[src/tpg_defines.svh]
// register indices, field positions and reset values of the three port gpio block
`ifndef TPG_DEFINES_SVH
`define TPG_DEFINES_SVH

// ****************************************
// register indices (byte address = 4 * index)
// ****************************************
`define TPG_IDX_FIRST_DATA 8'h05
`define TPG_IDX_SECOND_DATA 8'h06
`define TPG_IDX_THIRD_DATA 8'h07
`define TPG_IDX_INT_CTRL 8'h0b
`define TPG_IDX_OPTION 8'h81
`define TPG_IDX_FIRST_DIR 8'h85
`define TPG_IDX_SECOND_DIR 8'h86
`define TPG_IDX_THIRD_DIR 8'h87
`define TPG_IDX_ANALOG_CFG 8'h9f

// ****************************************
// field positions
// ****************************************
`define TPG_PULLUP_DISABLE_N_BIT 7
`define TPG_CHANGE_FLAG_BIT 0
`define TPG_CHANGE_ENABLE_BIT 3
`define TPG_TIMER_CLOCK_BIT 4
`define TPG_SLAVE_SELECT_BIT 5

// ****************************************
// reset values
// ****************************************
`define TPG_RST_OPTION 8'hff
`define TPG_RST_FIRST_DIR 6'h3f
`define TPG_RST_SECOND_DIR 8'hff
`define TPG_RST_THIRD_DIR 8'hff
`define TPG_RST_ANALOG_CFG 3'h0
`define TPG_RST_LATCH 8'h00

`endif

[src/tpg_pkg.sv]
// types shared by the three port gpio block
package tpg_pkg;

    // ****************************************
    // pad carrier: output level and active-low enable
    // ****************************************
    typedef struct packed {
        logic [7:0] out;
        logic [7:0] oe_n;
    } tpg_pad_type;

    // ****************************************
    // register decode
    // ****************************************
    typedef enum logic [3:0] {
        TPG_SEL_NONE,
        TPG_SEL_FIRST_DATA,
        TPG_SEL_SECOND_DATA,
        TPG_SEL_THIRD_DATA,
        TPG_SEL_INT_CTRL,
        TPG_SEL_OPTION,
        TPG_SEL_FIRST_DIR,
        TPG_SEL_SECOND_DIR,
        TPG_SEL_THIRD_DIR,
        TPG_SEL_ANALOG_CFG
    } tpg_reg_sel_type;

endpackage

[src/tpg_top.sv]
// three port gpio block with apb register access
`include "tpg_defines.svh"

// What this block does
// second port direction bit one puts that pin driver in high impedance
// second port direction bit zero drives the pin from its output latch
// second port has eight pins, each with its own direction bit
// option bit 7 cleared enables all second port weak pull-ups together
// pull-up is off on any second port pin set as output
// option register resets to all ones, so pull-ups start disabled
// change detection covers only second port bits 4 to 7 set as inputs
// inputs compared with last-read reference; mismatches ORed into flag bit 0
// the port change event can wake the device from sleep
// any read or write of second port data refreshes the reference
// mismatch keeps setting the flag; end it before clearing the flag
// software should not poll the second port while using change detection
// third port has eight pins with the same direction behaviour
// enabled peripherals may force third port pins to output or input
// software avoids read-modify-write on third port direction under override
// first port bit 4 is timer clock input and open-drain output only
// first port bit 5 is serial slave select and analog input
// second port bit 0 is external interrupt; bits 6,7 programming clock/data
// data reads return live pin levels; writes update only the latch
// analog config selects analog or digital; analog pins read zero
// first port upper two data and direction bits read zero, ignore writes
module tpg_top #(
    parameter bit HAS_ANALOG = 1'b1
) (
    input wire logic pclk,
    input wire logic presetn,
    // apb slave
    input wire logic psel,
    input wire logic penable,
    input wire logic pwrite,
    input wire logic [11:0] paddr,
    input wire logic [31:0] pwdata,
    output logic pready,
    output logic [31:0] prdata,
    output logic pslverr,
    // first port
    input wire logic [5:0] first_port_in,
    output tpg_pkg::tpg_pad_type first_port_pad,
    output logic [5:0] first_port_analog_sel,
    // second port
    input wire logic [7:0] second_port_in,
    output tpg_pkg::tpg_pad_type second_port_pad,
    output logic [7:0] second_port_pullup_en,
    // third port
    input wire logic [7:0] third_port_in,
    output tpg_pkg::tpg_pad_type third_port_pad,
    // peripheral overrides
    input wire logic [7:0] periph_force_out,
    input wire logic [7:0] periph_force_in,
    input wire logic [7:0] periph_out_data,
    // alternate functions
    input wire logic prog_mode,
    output logic timer_zero_ext_clock,
    output logic slave_select_n,
    output logic ext_interrupt_in,
    output logic prog_clock,
    output logic prog_data,
    output logic port_change_flag,
    output logic wake_request
);
    import tpg_pkg::*;

    // ****************************************
    // register state
    // ****************************************
    logic [5:0] first_data_q;
    logic [5:0] first_data_d;

    logic [5:0] first_dir_q;
    logic [5:0] first_dir_d;

    logic [7:0] second_data_q;
    logic [7:0] second_data_d;

    logic [7:0] second_dir_q;
    logic [7:0] second_dir_d;

    logic [7:0] third_data_q;
    logic [7:0] third_data_d;

    logic [7:0] third_dir_q;
    logic [7:0] third_dir_d;

    logic [7:0] option_q;
    logic [7:0] option_d;

    logic [2:0] analog_cfg_q;
    logic [2:0] analog_cfg_d;

    logic change_en_q;
    logic change_en_d;

    logic [31:0] prdata_q;
    logic [31:0] prdata_d;

    // decode
    tpg_reg_sel_type sel;
    logic setup_phase;
    logic wr_done;
    logic rd_done;
    // read path
    logic [7:0] rd_value;
    // directions
    logic [7:0] third_dir_eff;
    logic [7:0] first_dir_eff;
    logic [7:0] second_dir_eff;
    logic [7:0] first_read;
    // change event
    logic change_mismatch;
    logic change_flag;
    logic all_digital;
    logic analog_config_sel2;

    // ****************************************
    // address decode
    // ****************************************
    function automatic tpg_reg_sel_type decode(input logic [11:0] addr, input bit analog);
        logic [7:0] idx;
        // index in bits 9:2
        idx = addr[9:2];
        decode = TPG_SEL_NONE;
        if ((addr[11:10] == 2'b00) && (addr[1:0] == 2'b00)) begin
            unique case (idx)
                `TPG_IDX_FIRST_DATA: decode = TPG_SEL_FIRST_DATA;
                `TPG_IDX_SECOND_DATA: decode = TPG_SEL_SECOND_DATA;
                `TPG_IDX_THIRD_DATA: decode = TPG_SEL_THIRD_DATA;
                `TPG_IDX_INT_CTRL: decode = TPG_SEL_INT_CTRL;
                `TPG_IDX_OPTION: decode = TPG_SEL_OPTION;
                `TPG_IDX_FIRST_DIR: decode = TPG_SEL_FIRST_DIR;
                `TPG_IDX_SECOND_DIR: decode = TPG_SEL_SECOND_DIR;
                `TPG_IDX_THIRD_DIR: decode = TPG_SEL_THIRD_DIR;
                `TPG_IDX_ANALOG_CFG: decode = analog ? TPG_SEL_ANALOG_CFG : TPG_SEL_NONE;
                default: decode = TPG_SEL_NONE;
            endcase
        end
    endfunction

    assign sel = decode(paddr, HAS_ANALOG);
    assign setup_phase = psel & ~penable;
    assign wr_done = psel & penable & pwrite & (sel != TPG_SEL_NONE);
    assign rd_done = psel & penable & ~pwrite;

    // ****************************************
    // apb answer
    // ****************************************
    // one wait-free access: read data is captured in the setup cycle
    assign pready = psel & penable;
    // unmapped or misaligned: error
    assign pslverr = psel & penable & (sel == TPG_SEL_NONE);
    assign prdata = prdata_q;

    // ****************************************
    // analog selection
    // ****************************************
    assign analog_config_sel2 = analog_cfg_q[2];
    // codes 6 and 7: all digital
    assign all_digital = analog_config_sel2 & analog_cfg_q[1];

    always_comb begin
        first_port_analog_sel = 6'h00;
        if (HAS_ANALOG && !all_digital) begin
            // bit 4 carries the timer clock and is never analog
            first_port_analog_sel = 6'b10_1111;
        end
        // analog pins read as zero on the digital path
        first_read = {2'b00, first_port_in & ~first_port_analog_sel};
    end

    // ****************************************
    // read data
    // ****************************************
    always_comb begin
        rd_value = 8'h00;
        unique case (sel)
            TPG_SEL_FIRST_DATA: rd_value = first_read;
            TPG_SEL_SECOND_DATA: rd_value = second_port_in;
            TPG_SEL_THIRD_DATA: rd_value = third_port_in;
            TPG_SEL_INT_CTRL: begin
                rd_value[`TPG_CHANGE_FLAG_BIT] = change_flag;
                rd_value[`TPG_CHANGE_ENABLE_BIT] = change_en_q;
            end
            TPG_SEL_OPTION: rd_value = option_q;
            TPG_SEL_FIRST_DIR: rd_value = {2'b00, first_dir_q};
            TPG_SEL_SECOND_DIR: rd_value = second_dir_q;
            // overridden bits show the effective direction, not the stored one
            TPG_SEL_THIRD_DIR: rd_value = third_dir_eff;
            TPG_SEL_ANALOG_CFG: rd_value = {5'b0_0000, analog_cfg_q};
            TPG_SEL_NONE: rd_value = 8'h00;
        endcase

        // held until the next read
        prdata_d = prdata_q;
        if (setup_phase && !pwrite) begin
            prdata_d = {24'h00_0000, rd_value};
        end
    end

    // ****************************************
    // register writes
    // ****************************************
    always_comb begin
        first_data_d = first_data_q;
        first_dir_d = first_dir_q;
        second_data_d = second_data_q;
        second_dir_d = second_dir_q;
        third_data_d = third_data_q;
        third_dir_d = third_dir_q;
        option_d = option_q;
        analog_cfg_d = analog_cfg_q;
        change_en_d = change_en_q;
        // mapped writes only
        if (wr_done) begin
            unique case (sel)
                TPG_SEL_FIRST_DATA: first_data_d = pwdata[5:0];
                TPG_SEL_SECOND_DATA: second_data_d = pwdata[7:0];
                TPG_SEL_THIRD_DATA: third_data_d = pwdata[7:0];
                TPG_SEL_INT_CTRL: change_en_d = pwdata[`TPG_CHANGE_ENABLE_BIT];
                TPG_SEL_OPTION: option_d = pwdata[7:0];
                TPG_SEL_FIRST_DIR: first_dir_d = pwdata[5:0];
                TPG_SEL_SECOND_DIR: second_dir_d = pwdata[7:0];
                TPG_SEL_THIRD_DIR: third_dir_d = pwdata[7:0];
                TPG_SEL_ANALOG_CFG: analog_cfg_d = pwdata[2:0];
                TPG_SEL_NONE: first_data_d = first_data_q;
            endcase
        end
    end

    always_ff @(posedge pclk or negedge presetn) begin
        if (!presetn) begin
            // pins start as inputs
            first_data_q <= 6'(`TPG_RST_LATCH);
            first_dir_q <= `TPG_RST_FIRST_DIR;
            second_data_q <= `TPG_RST_LATCH;
            second_dir_q <= `TPG_RST_SECOND_DIR;
            third_data_q <= `TPG_RST_LATCH;
            third_dir_q <= `TPG_RST_THIRD_DIR;
            option_q <= `TPG_RST_OPTION;
            analog_cfg_q <= `TPG_RST_ANALOG_CFG;
            change_en_q <= 1'b0;
            prdata_q <= 32'h0000_0000;
        end else begin
            first_data_q <= first_data_d;
            first_dir_q <= first_dir_d;
            second_data_q <= second_data_d;
            second_dir_q <= second_dir_d;
            third_data_q <= third_data_d;
            third_dir_q <= third_dir_d;
            option_q <= option_d;
            analog_cfg_q <= analog_cfg_d;
            change_en_q <= change_en_d;
            prdata_q <= prdata_d;
        end
    end

    // ****************************************
    // pin drivers
    // ****************************************
    // no first port bits 7:6
    assign first_port_pad.out[7:6] = 2'b00;
    assign first_port_pad.oe_n[7:6] = 2'b11;
    assign first_dir_eff[7:6] = 2'b11;

    generate
        for (genvar i = 0; i < 8; i++) begin : g_pin
            // bit 4 is open drain
            if (i < 6) begin : g_first
                tpg_pin_slice u_first (
                    .dir_bit(first_dir_q[i]),
                    .latch_bit(first_data_q[i]),
                    .force_out(1'b0),
                    .force_in(1'b0),
                    .periph_bit(1'b0),
                    .open_drain(i == `TPG_TIMER_CLOCK_BIT),
                    .pin_out(first_port_pad.out[i]),
                    .pin_oe_n(first_port_pad.oe_n[i]),
                    .dir_eff(first_dir_eff[i])
                );
            end

            // second port
            tpg_pin_slice u_second (
                .dir_bit(second_dir_q[i]),
                .latch_bit(second_data_q[i]),
                .force_out(1'b0),
                .force_in(1'b0),
                .periph_bit(1'b0),
                .open_drain(1'b0),
                .pin_out(second_port_pad.out[i]),
                .pin_oe_n(second_port_pad.oe_n[i]),
                .dir_eff(second_dir_eff[i])
            );

            // third port: overrides
            tpg_pin_slice u_third (
                .dir_bit(third_dir_q[i]),
                .latch_bit(third_data_q[i]),
                .force_out(periph_force_out[i]),
                .force_in(periph_force_in[i]),
                .periph_bit(periph_out_data[i]),
                .open_drain(1'b0),
                .pin_out(third_port_pad.out[i]),
                .pin_oe_n(third_port_pad.oe_n[i]),
                .dir_eff(third_dir_eff[i])
            );
        end
    endgenerate

    // one global enable, but never on a driven output
    assign second_port_pullup_en = {8{~option_q[`TPG_PULLUP_DISABLE_N_BIT]}} & second_dir_eff;

    // ****************************************
    // change detection
    // ****************************************
    // polling the port refreshes the reference and can hide a change
    tpg_change_detect u_change (
        .pclk(pclk),
        .presetn(presetn),
        .pins(second_port_in[7:4]),
        .dir(second_dir_q[7:4]),
        .refresh((rd_done | wr_done) && (sel == TPG_SEL_SECOND_DATA)),
        .flag_write(wr_done && (sel == TPG_SEL_INT_CTRL)),
        .flag_wval(pwdata[`TPG_CHANGE_FLAG_BIT]),
        .mismatch(change_mismatch),
        .flag(change_flag)
    );


    // levels until cleared
    assign port_change_flag = change_flag;
    assign wake_request = change_flag & change_en_q;

    // ****************************************
    // alternate functions
    // ****************************************
    // taps on live pin levels
    assign timer_zero_ext_clock = first_port_in[`TPG_TIMER_CLOCK_BIT];
    assign slave_select_n = first_port_in[`TPG_SLAVE_SELECT_BIT];
    assign ext_interrupt_in = second_port_in[0];
    // low outside programming mode
    assign prog_clock = prog_mode & second_port_in[6];
    assign prog_data = prog_mode & second_port_in[7];
endmodule

[src/tpg_pin_slice.sv]
// one pin: direction override, open-drain option and pad drive
module tpg_pin_slice (
    input wire logic dir_bit,
    input wire logic latch_bit,
    input wire logic force_out,
    input wire logic force_in,
    input wire logic periph_bit,
    input wire logic open_drain,
    output logic pin_out,
    output logic pin_oe_n,
    output logic dir_eff
);
    import tpg_pkg::*;

    always_comb begin
        // a forcing peripheral wins over the stored direction bit
        if (force_out) begin
            dir_eff = 1'b0;
        end else if (force_in) begin
            dir_eff = 1'b1;
        end else begin
            dir_eff = dir_bit;
        end
        pin_out = open_drain ? 1'b0 : (force_out ? periph_bit : latch_bit);
        // open drain only pulls low, never drives high
        pin_oe_n = dir_eff | (open_drain & latch_bit);
    end
endmodule

[src/tpg_change_detect.sv]
// change detection on the upper four pins of the second port
module tpg_change_detect (
    input wire logic pclk,
    input wire logic presetn,
    input wire logic [3:0] pins,
    input wire logic [3:0] dir,
    input wire logic refresh,
    input wire logic flag_write,
    input wire logic flag_wval,
    output logic mismatch,
    output logic flag
);
    import tpg_pkg::*;

    logic [3:0] ref_d;
    logic [3:0] ref_q;
    logic flag_d;
    logic flag_q;

    always_comb begin
        // only input pins take part in the comparison
        mismatch = |((pins ^ ref_q) & dir);
        ref_d = refresh ? pins : ref_q;
        // a standing mismatch beats a clear in the same cycle
        flag_d = mismatch | (flag_write ? flag_wval : flag_q);
    end

    always_ff @(posedge pclk or negedge presetn) begin
        if (!presetn) begin
            ref_q <= 4'h0;
            flag_q <= 1'b0;
        end else begin
            ref_q <= ref_d;
            flag_q <= flag_d;
        end
    end

    assign flag = flag_q;
endmodule

[config.mk]
export PLATFORM = sky130hd
export DESIGN_NAME = tpg_top
export DESIGN_NICKNAME = d
export VERILOG_FILES = /design/src/tpg_pkg.sv /design/src/tpg_top.sv /design/src/tpg_pin_slice.sv /design/src/tpg_change_detect.sv
export VERILOG_INCLUDE_DIRS = /design/src
export SDC_FILE = /design/constraint.sdc
export NUM_CORES = 1
export LEC_CHECK = 0
export ABC_AREA = 1
export BUFFER_PORTS_ARGS = -buffer_cell sky130_fd_sc_hd__buf_2
export CAP_MARGIN = 10
export CORE_MARGIN = 10
export CORE_UTILIZATION = 39
export CTS_BUF_LIST = sky130_fd_sc_hd__clkbuf_4 sky130_fd_sc_hd__clkbuf_8
export CTS_CLUSTER_DIAMETER = 100
export CTS_CLUSTER_SIZE = 20
export DETAILED_ROUTE_END_ITERATION = 6
export GPL_TIMING_DRIVEN = 0
export PLACE_DENSITY = 0.64
export SYNTH_ARGS = -nofsm -noshare
export SYNTH_HDL_FRONTEND = slang
export SYNTH_HIERARCHICAL = 1
export SYNTH_SLANG_ARGS = --single-unit
[constraint.sdc]
create_clock -name pclk -period 1.9 [get_ports pclk]
set_input_delay 0.475 -clock pclk [delete_from_list [all_inputs] [get_ports pclk]]
set_output_delay 0.475 -clock pclk [all_outputs]
set_load 0.01 [all_outputs]
* Word-level counts from Yosys, hierarchy flattened
Index checks and enable logic that the tools add are counted.
Word-level totals: flip-flop bits (word level) 69, output and inout port bits 103
Operators by class: eq/ne operators 18, multiplexer cells 32, bitwise logic cells 21, reductions and logical operators 20
Operators by type and width (count):
- $eq 8x8->1 const B | 5
- $pmux 4 s9 | 1
- $pmux 4 s7 | 1
- $mux 1 | 25
- $eq 8x3->1 const B | 3
- $reduce_and 2->1 | 9
- $eq 4x3->1 const B | 4
- $pmux 2 s8 | 1
- $and 1x1->1 | 10
- $pmux 1 s10 | 1
- $pmux 1 s9 | 1
- $and 8x8->8 | 1
- $eq 4x2->1 const B | 2
- $eq 4x4->1 const B | 2
- $eq 8x4->1 const B | 1
- $and 6x6->6 | 1
- $mux 6 | 1
- $not 6->6 | 1
- $and 4x4->4 | 1
- $eq 4x1->1 const B | 1
- $logic_and 1x1->1 | 4
- $logic_not 2->1 | 2
- $logic_not 4->1 | 1
- $mux 4 | 1
- other kinds (7) | 11

* Depth between registers and ports, before layout
Gate-level depths: netlist of the first run.
depth after elaboration 8, depth in mapped cells 16, gate-level depth less buffers 16

* By module
Netlist of the first run, hierarchy kept.
Modules (own cells, without submodules):
- tpg_top | times used 1, cells each 511, area each 3716.1 um^2
- tpg_pin_slice | times used 22, cells each 10, area each 38.8 um^2
- tpg_change_detect | times used 1, cells each 37, area each 270.3 um^2

* Worst setup path before layout of the first run
OpenSTA, ideal clock, no wires.
path type input to register, from input paddr[8], to register u_change.ref_q[1], arrival 2.004 ns, data required time 1.775 ns, slack -0.229 ns, stages on the path 12, buffers on the path 0, path through inv_1 > nand2_1 > nor2_1 > nand2_1 > o21ai_2 > inv_2 > nand2_2 > nand2_2 > nand2_2 > nor2_4 > a21oi_1 > mux2_2
Between the ends: longest elaborated chain between the ends 7
RTL lines:
- from (decl) | line tpg_top.sv:35 | input wire logic [11:0] paddr,
- $eq 8x8->1, or another cell as far along | line tpg_top.sv:127 | unique case (idx)
- $pmux 4 s9 (*) | line tpg_top.sv:127
- $mux 4 (*) | line tpg_top.sv:126 | if ((addr[11:10] == 2'b00) && (addr[1:0] == 2'b00)) begin
- $reduce_bool 4->1 | line tpg_top.sv:144 | assign wr_done = psel & penable & pwrite & (sel != TPG_SEL_NONE);
- $and 1x1->1 | line tpg_top.sv:144
- $or 1x1->1 | line tpg_top.sv:324 | .refresh((rd_done | wr_done) && (sel == TPG_SEL_SECOND_DATA)),
- $logic_and 1x1->1 (*) | line tpg_top.sv:324
- to (signal assigned) | line tpg_change_detect.sv:33 | ref_q <= ref_d;
- to (decl) | line tpg_change_detect.sv:16 | logic [3:0] ref_q;
Every way passes the cells marked *; elsewhere a longest branch is shown, timed or not. A chain may end at the register's enable or synchronous reset.

* Worst setup path after layout of the first run
from input paddr[9], to output pslverr
Between the ends: longest elaborated chain between the ends 5
RTL lines:
- $eq 8x8->1, or another cell as far along | line tpg_top.sv:127
- $pmux 4 s9 (*) | line tpg_top.sv:127
- $mux 4 (*) | line tpg_top.sv:126
- $logic_not 4->1 (*) | line tpg_top.sv:153 | assign pslverr = psel & penable & (sel == TPG_SEL_NONE);
- $and 1x1->1 (*) | line tpg_top.sv:153
- to (decl) | line tpg_top.sv:39 | output logic pslverr,
Marks and branches as above.

==> results of run 1 <==
-- what timing repair did --
action                                  CTS  global route
buffers inserted                         11            27
resized for setup                        14            80
cloned                                    1             1
pin swaps                                10            32
endpoints found under the setup margin   66            70
-- per-stage QoR --
step	hold slack, ns	utilization (%)	power, mW	setup TNS, ns	cell area [um2]
3_5_place_dp	0.463	53.3	2.02	-28.24	6430
6_report	0.208	60.3	3.31	-0.402	7270
4_1_cts	0.262	56.1	3.29	-0.460	6770
5_1_grt	0.288	60.3	3.47	-3.13	7270
2_1_floorplan	0.179	-	1.80	-0.0957	5500
3_3_place_gp	0.461	53.3	2.02	-28.47	6430
-- final cells by class --
cell class | count | area, um2 | share of cell area [%]
Multi-Input combinational cell | 699 | 3280 | 45.0
Sequential cell | 69 | 1760 | 24.3
Timing Repair Buffer | 182 | 1110 | 15.2
Inverter | 99 | 379 | 5.21
Buffer | 41 | 327 | 4.49
Tap cell | 168 | 210 | 2.89
Clock buffer | 11 | 151 | 2.08
Clock inverter | 5 | 58.8 | 0.808
Antenna cell | 1 | 2.50 | 0.0344
-- path summary, 6_finish.rpt --
check                      cells after the start              start           endpoint  slack (ns)
max reg2reg                                    8    analog_cfg_q[2]          prdata[5]        0.49
min in group pclk                              3  second_port_in[4]  u_change/ref_q[0]        0.40
max in group asynchronous                      1            presetn    first_data_q[0]        1.10
max                                           11           paddr[9]            pslverr       -0.14
min reg2reg                                    2        option_q[2]        option_q[2]        0.47
min                                            1            presetn          prdata[1]        0.21
-- power breakdown --
group          switching (mW)  leakage (nW)  internal (mW)
registers            0.000504         0.844           1.47
logic                   0.332          3.19          0.222
clock network           0.609         0.102          0.678
-- routing by layer --
metal	vias to the layer above	routed length (um)
met3	18	1520
met1	2276	6590
li1	2833	-
met2	179	7300
met5	-	0
met4	0	222
-- registers in the layout, summed over array words and instances, names as in the netlist --
| signal | cells |
|---|---|
| second_data_q | 8 |
| prdata | 8 |
| u_change/ref_q | 4 |
| change_en_q | 1 |
| second_dir_q | 8 |
| third_dir_q | 8 |
| first_data_q | 6 |
| third_data_q | 8 |
| analog_cfg_q | 3 |
| u_change/flag | 1 |
| option_q | 8 |
| first_dir_q | 6 |
==> summary.md, run 1 <==
| Metric | Value |
|---|---|
| Largest delay share family, worst path | simple AND/OR/NAND/NOR gates |
| Chip height | 131 um |
| RSZ-0062 raised after global routing | true |
| Core Area | 12,100 um2 |
| Crit-path max FO | 3 |
| CTS tree | yes |
| Dpl cells | 1,222 |
| Routed Antenna Nets | 0 |
| Die ar. | 17,200 um2 |
| DR vias | 5,306 |
| Critical Path AT | 1.57 ns |
| DR pass1 iterations | 5 |
| Filler Cell Count | 1,183 |
| Period utilization | 108% |
| GRT overflow | 0 |
| Maximum clock rate | 0.489 GHz |
| First-pass GRT wire length | 22.8 mm |
| Syn Std Cell Area | 4810 um2 |
| Initial antenna violation count | 1 |
| Syn_area_per_cell | 6.33 um2 |
| Vias per Instance | 4.16 |
| Outcome | complete, but fails checks |
| M3 GR Usage | 4.42% |
| I/O pins | 199 |
| Final clock skew | 0.00829 ns |
| Hold bufs inserted after CTS | 0 |
| Sink Count | 69 |
| Cells after Synth | 761 |
| Max IR drop VDD | 0.000266 V |
| Hold crit path type | in -> async |
| Post-detail-place hpwl | 11.9 mm |
| Most common library cell in the layout ignoring fill and taps | nand2_1 |
| Max Slew Vio Count | 0 |
| Die Span X | 131 um |
| Final Non-Filler Cells | 1,275 |
| Required time worst endpoint | 1.42 ns |
| Reg clk slew, reported paths | 0.08 ns |
| Ys Warns | 6 |
| Clk buf depth | 2 |
| GPL Wtd Cong | 0.880 |
| Minimum clock period | 2.04 ns |
| Busiest layer in global routing | met2 |
| Max_cap viols | 0 |
| Final Hold Viols | 0 |
| Buffers & Inverters on Critical Path | 3 |
| Vias in the first global route | 4,592 |
| Layout cells sized above 1 | 32.3% |
| Area growth, synth to finish | 51.1% |
| DRC errors left | 0 |
| Largest net degree at the start of global routing | 70 |
| Critical Path Max Stage Delay | 0.15 ns |
| Power per cell area | 455 nW/um2 |
| H-tree depth | 3 |
| Global-route usage over all layers | 16.7% |
| Crit path cell chain | buf_6 -> inv_1 -> nor2_1 -> nand2_1 -> nor2_1 -> nor2_2 -> nand2_2 -> nand2_4 -> nand2_4 -> nor3_2 -> buf_2 |
| Slew @ Worst Pin | 0.866 ns |
| Relative slew slack | 42.3% |
| CP Capture Type | output port |
| WL final | 15.6 mm |
| Worst path slowest cell | nor3_2 |
| CTS buffer count | 9 |
| GR Layer Usage met2 | 26.4% |
| DR WL/cell | 12.3 um |
| Failing checks | negative setup slack |
| Worst Setup Start Kind | input port |
| Initial Util | 39.9% |
| Commonest cells after routing, fill and taps aside | nand2_1 (233), conb_1 (151), buf_2 (136) |
| PnR worst setup slack | -0.145 ns |
| I/O Buffers | 144 |
| Leakage | 4.13 nW |
| Critical path type | in -> out |
| Initial drt markers | 327 |
| DP Worst Slack | -0.488 ns |
| Std cell rows | 40 |
| Worst-Skew Late Latency | 0.35 ns |
| Nets | 1,197 |
| Met1 capacity usage during global routing | 22.0% |
| Root buffer cell | clkbuf_8 |
| Setup violations, final | 6 |
Power figures use the tool's default switching activity.
==> inputs of run 2 (changes only) <==
Settings changed: SETUP_SLACK_MARGIN set to 0.1.
==> run 2 against run 1 <==
Against the previous run:
- the flow still finishes with violations (negative setup slack)
- sequential share of layout area shrank 0.69 points
- critical path depth is the same
- via count shrank 0.74%
- combinational power grew 4.3%
- cell count grew 0.39%
- die area is the same
- largest cell class unchanged
==> summary.md, run 2 (synthesis results as in run 1) <==
| Metric | Value |
|---|---|
| Most common library cell in the layout ignoring fill and taps | nand2_1 |
| Maximum clock rate | 0.499 GHz |
| Sink Count | 69 |
| Commonest cells after routing, fill and taps aside | nand2_1 (233), conb_1 (151), buf_2 (135) |
| Reg clk slew, reported paths | 0.08 ns |
| Nets | 1,203 |
| Period utilization | 106% |
| Final Hold Viols | 0 |
| Final clock skew | 0.00653 ns |
| Worst path slowest cell | nor2_2 |
| GRT overflow | 0 |
| WL final | 15.7 mm |
| PnR worst setup slack | -0.105 ns |
| Clk buf depth | 2 |
| CP Capture Type | output port |
| Power per cell area | 457 nW/um2 |
| Core Area | 12,100 um2 |
| RSZ-0062 raised after global routing | true |
| Relative slew slack | 40.0% |
| Hold bufs inserted after CTS | 0 |
| H-tree depth | 3 |
| Initial Util | 39.9% |
| Filler Cell Count | 1,165 |
| Die ar. | 17,200 um2 |
| DR pass1 iterations | 5 |
| DR WL/cell | 12.3 um |
| Dpl cells | 1,222 |
| Max_cap viols | 0 |
| Leakage | 4.18 nW |
| Std cell rows | 40 |
| I/O pins | 199 |
| Max IR drop VDD | 0.000303 V |
| Minimum clock period | 2.01 ns |
| Outcome | complete, but fails checks |
| I/O Buffers | 144 |
| Max Slew Vio Count | 0 |
| Routed Antenna Nets | 0 |
| Area of the multi-input gates | 3360 um2 |
| Hold crit path type | in -> async |
| Chip height | 131 um |
| Required time worst endpoint | 1.42 ns |
| Final Util | 62.1% |
| Critical Path Max Stage Delay | 0.16 ns |
| Post-detail-place hpwl | 11.9 mm |
| CTS tree | yes |
| Final Non-Filler Cells | 1,280 |
| Initial drt markers | 331 |
| Global-route usage over all layers | 17.5% |
| Layout cells sized above 1 | 34.4% |
| Number of diodes | 0 |
| Area growth, synth to finish | 55.6% |
| Initial antenna violation count | 0 |
| Slew @ Worst Pin | 0.900 ns |
| DRC errors left | 0 |
| GPL Wtd Cong | 0.880 |
| Largest net degree at the start of global routing | 70 |
| Final Power | 3.42 mW |
| DR vias | 5,267 |
| Worst Setup Start Kind | input port |
| Vias in the first global route | 4,922 |
| Crit-path max FO | 3 |
| Crit path cell chain | buf_12 -> inv_6 -> nor2_4 -> nand2_2 -> nor2_2 -> nor2_2 -> nand2_2 -> nand2_4 -> nand2_8 -> nor3_4 -> buf_2 |
| Failing checks | negative setup slack |
| Critical Path AT | 1.53 ns |
| CTS buffer count | 9 |
| First-pass GRT wire length | 24.1 mm |
| Setup violations, final | 3 |
| Vias per Instance | 4.11 |
| Fin Setup TNS | -0.111 ns |
| Critical path type | in -> out |
| Sequential Area | 1760 um2 |
| Root buffer cell | clkbuf_8 |
| DP Worst Slack | -0.488 ns |
| Die Span X | 131 um |
| Worst-Skew Late Latency | 0.35 ns |
[run 2: critical path, delay by kind of cell]
family                 cells  cell delay, ns
and+or+nand+nor            8            0.74
buffers and inverters      3            0.32
[run 2: cell type report]
type / count / share of cell area (%)
multi-input cells: 697 / 44.8
flip-flops and latches: 69 / 23.6
repair buffers: 187 / 15.8
inverters: 99 / 5.20
plain buffers: 44 / 4.91
well taps: 168 / 2.81
clock buffers: 9 / 1.65
clock inverters: 7 / 1.29
[run 2: worst paths after layout]
kind / cells past startpoint / slack, ns / from / end
worst max-delay path: 11 / -0.11 / paddr[2] / pslverr
worst min-delay path: 1 / 0.24 / presetn / first_data_q[3]
worst max register to register: 8 / 0.66 / third_dir_q[0] / prdata[0]
worst min register to register: 2 / 0.47 / third_dir_q[3] / third_dir_q[3]
max in group asynchronous: 1 / 1.06 / presetn / prdata[0]
min in group pclk: 3 / 0.37 / second_port_in[4] / u_change/ref_q[0]
[run 2: power breakdown]
group          internal (mW)  switching, mW  total [mW]  leakage, nW
combinational          0.238          0.340       0.578         3.22
sequential              1.47       0.000479        1.47        0.844
clock                  0.746          0.627        1.37        0.114
total                   2.46          0.968        3.42         4.18
[run 2: metal layers]
metal  up-vias  global-route usage [%]  part of all wire [%]
li1       2852                       -                     -
met4         0                    3.99                  0.90
met1      2244                    21.8                    44
met5         -                       0                     0
met3        12                    4.38                   8.8
met2       159                    29.9                    47
[run 2: stage by stage]
stage               cell area (um2)  hold slack [ns]
finish                         7490            0.240
global route                   7490            0.308
CTS                            7210            0.285
detailed placement             6500            0.461
global placement               6500            0.457
floorplan                      5570            0.179
[run 2: what timing repair did]
action                                 4_1_cts  5_1_grt
pin swaps                                   35       25
setup buffers                               26       17
gates resized for setup                     74       47
gates cloned                                 1        0
endpoints found under the hold margin        0        0
setup endpoints to repair                   78       85
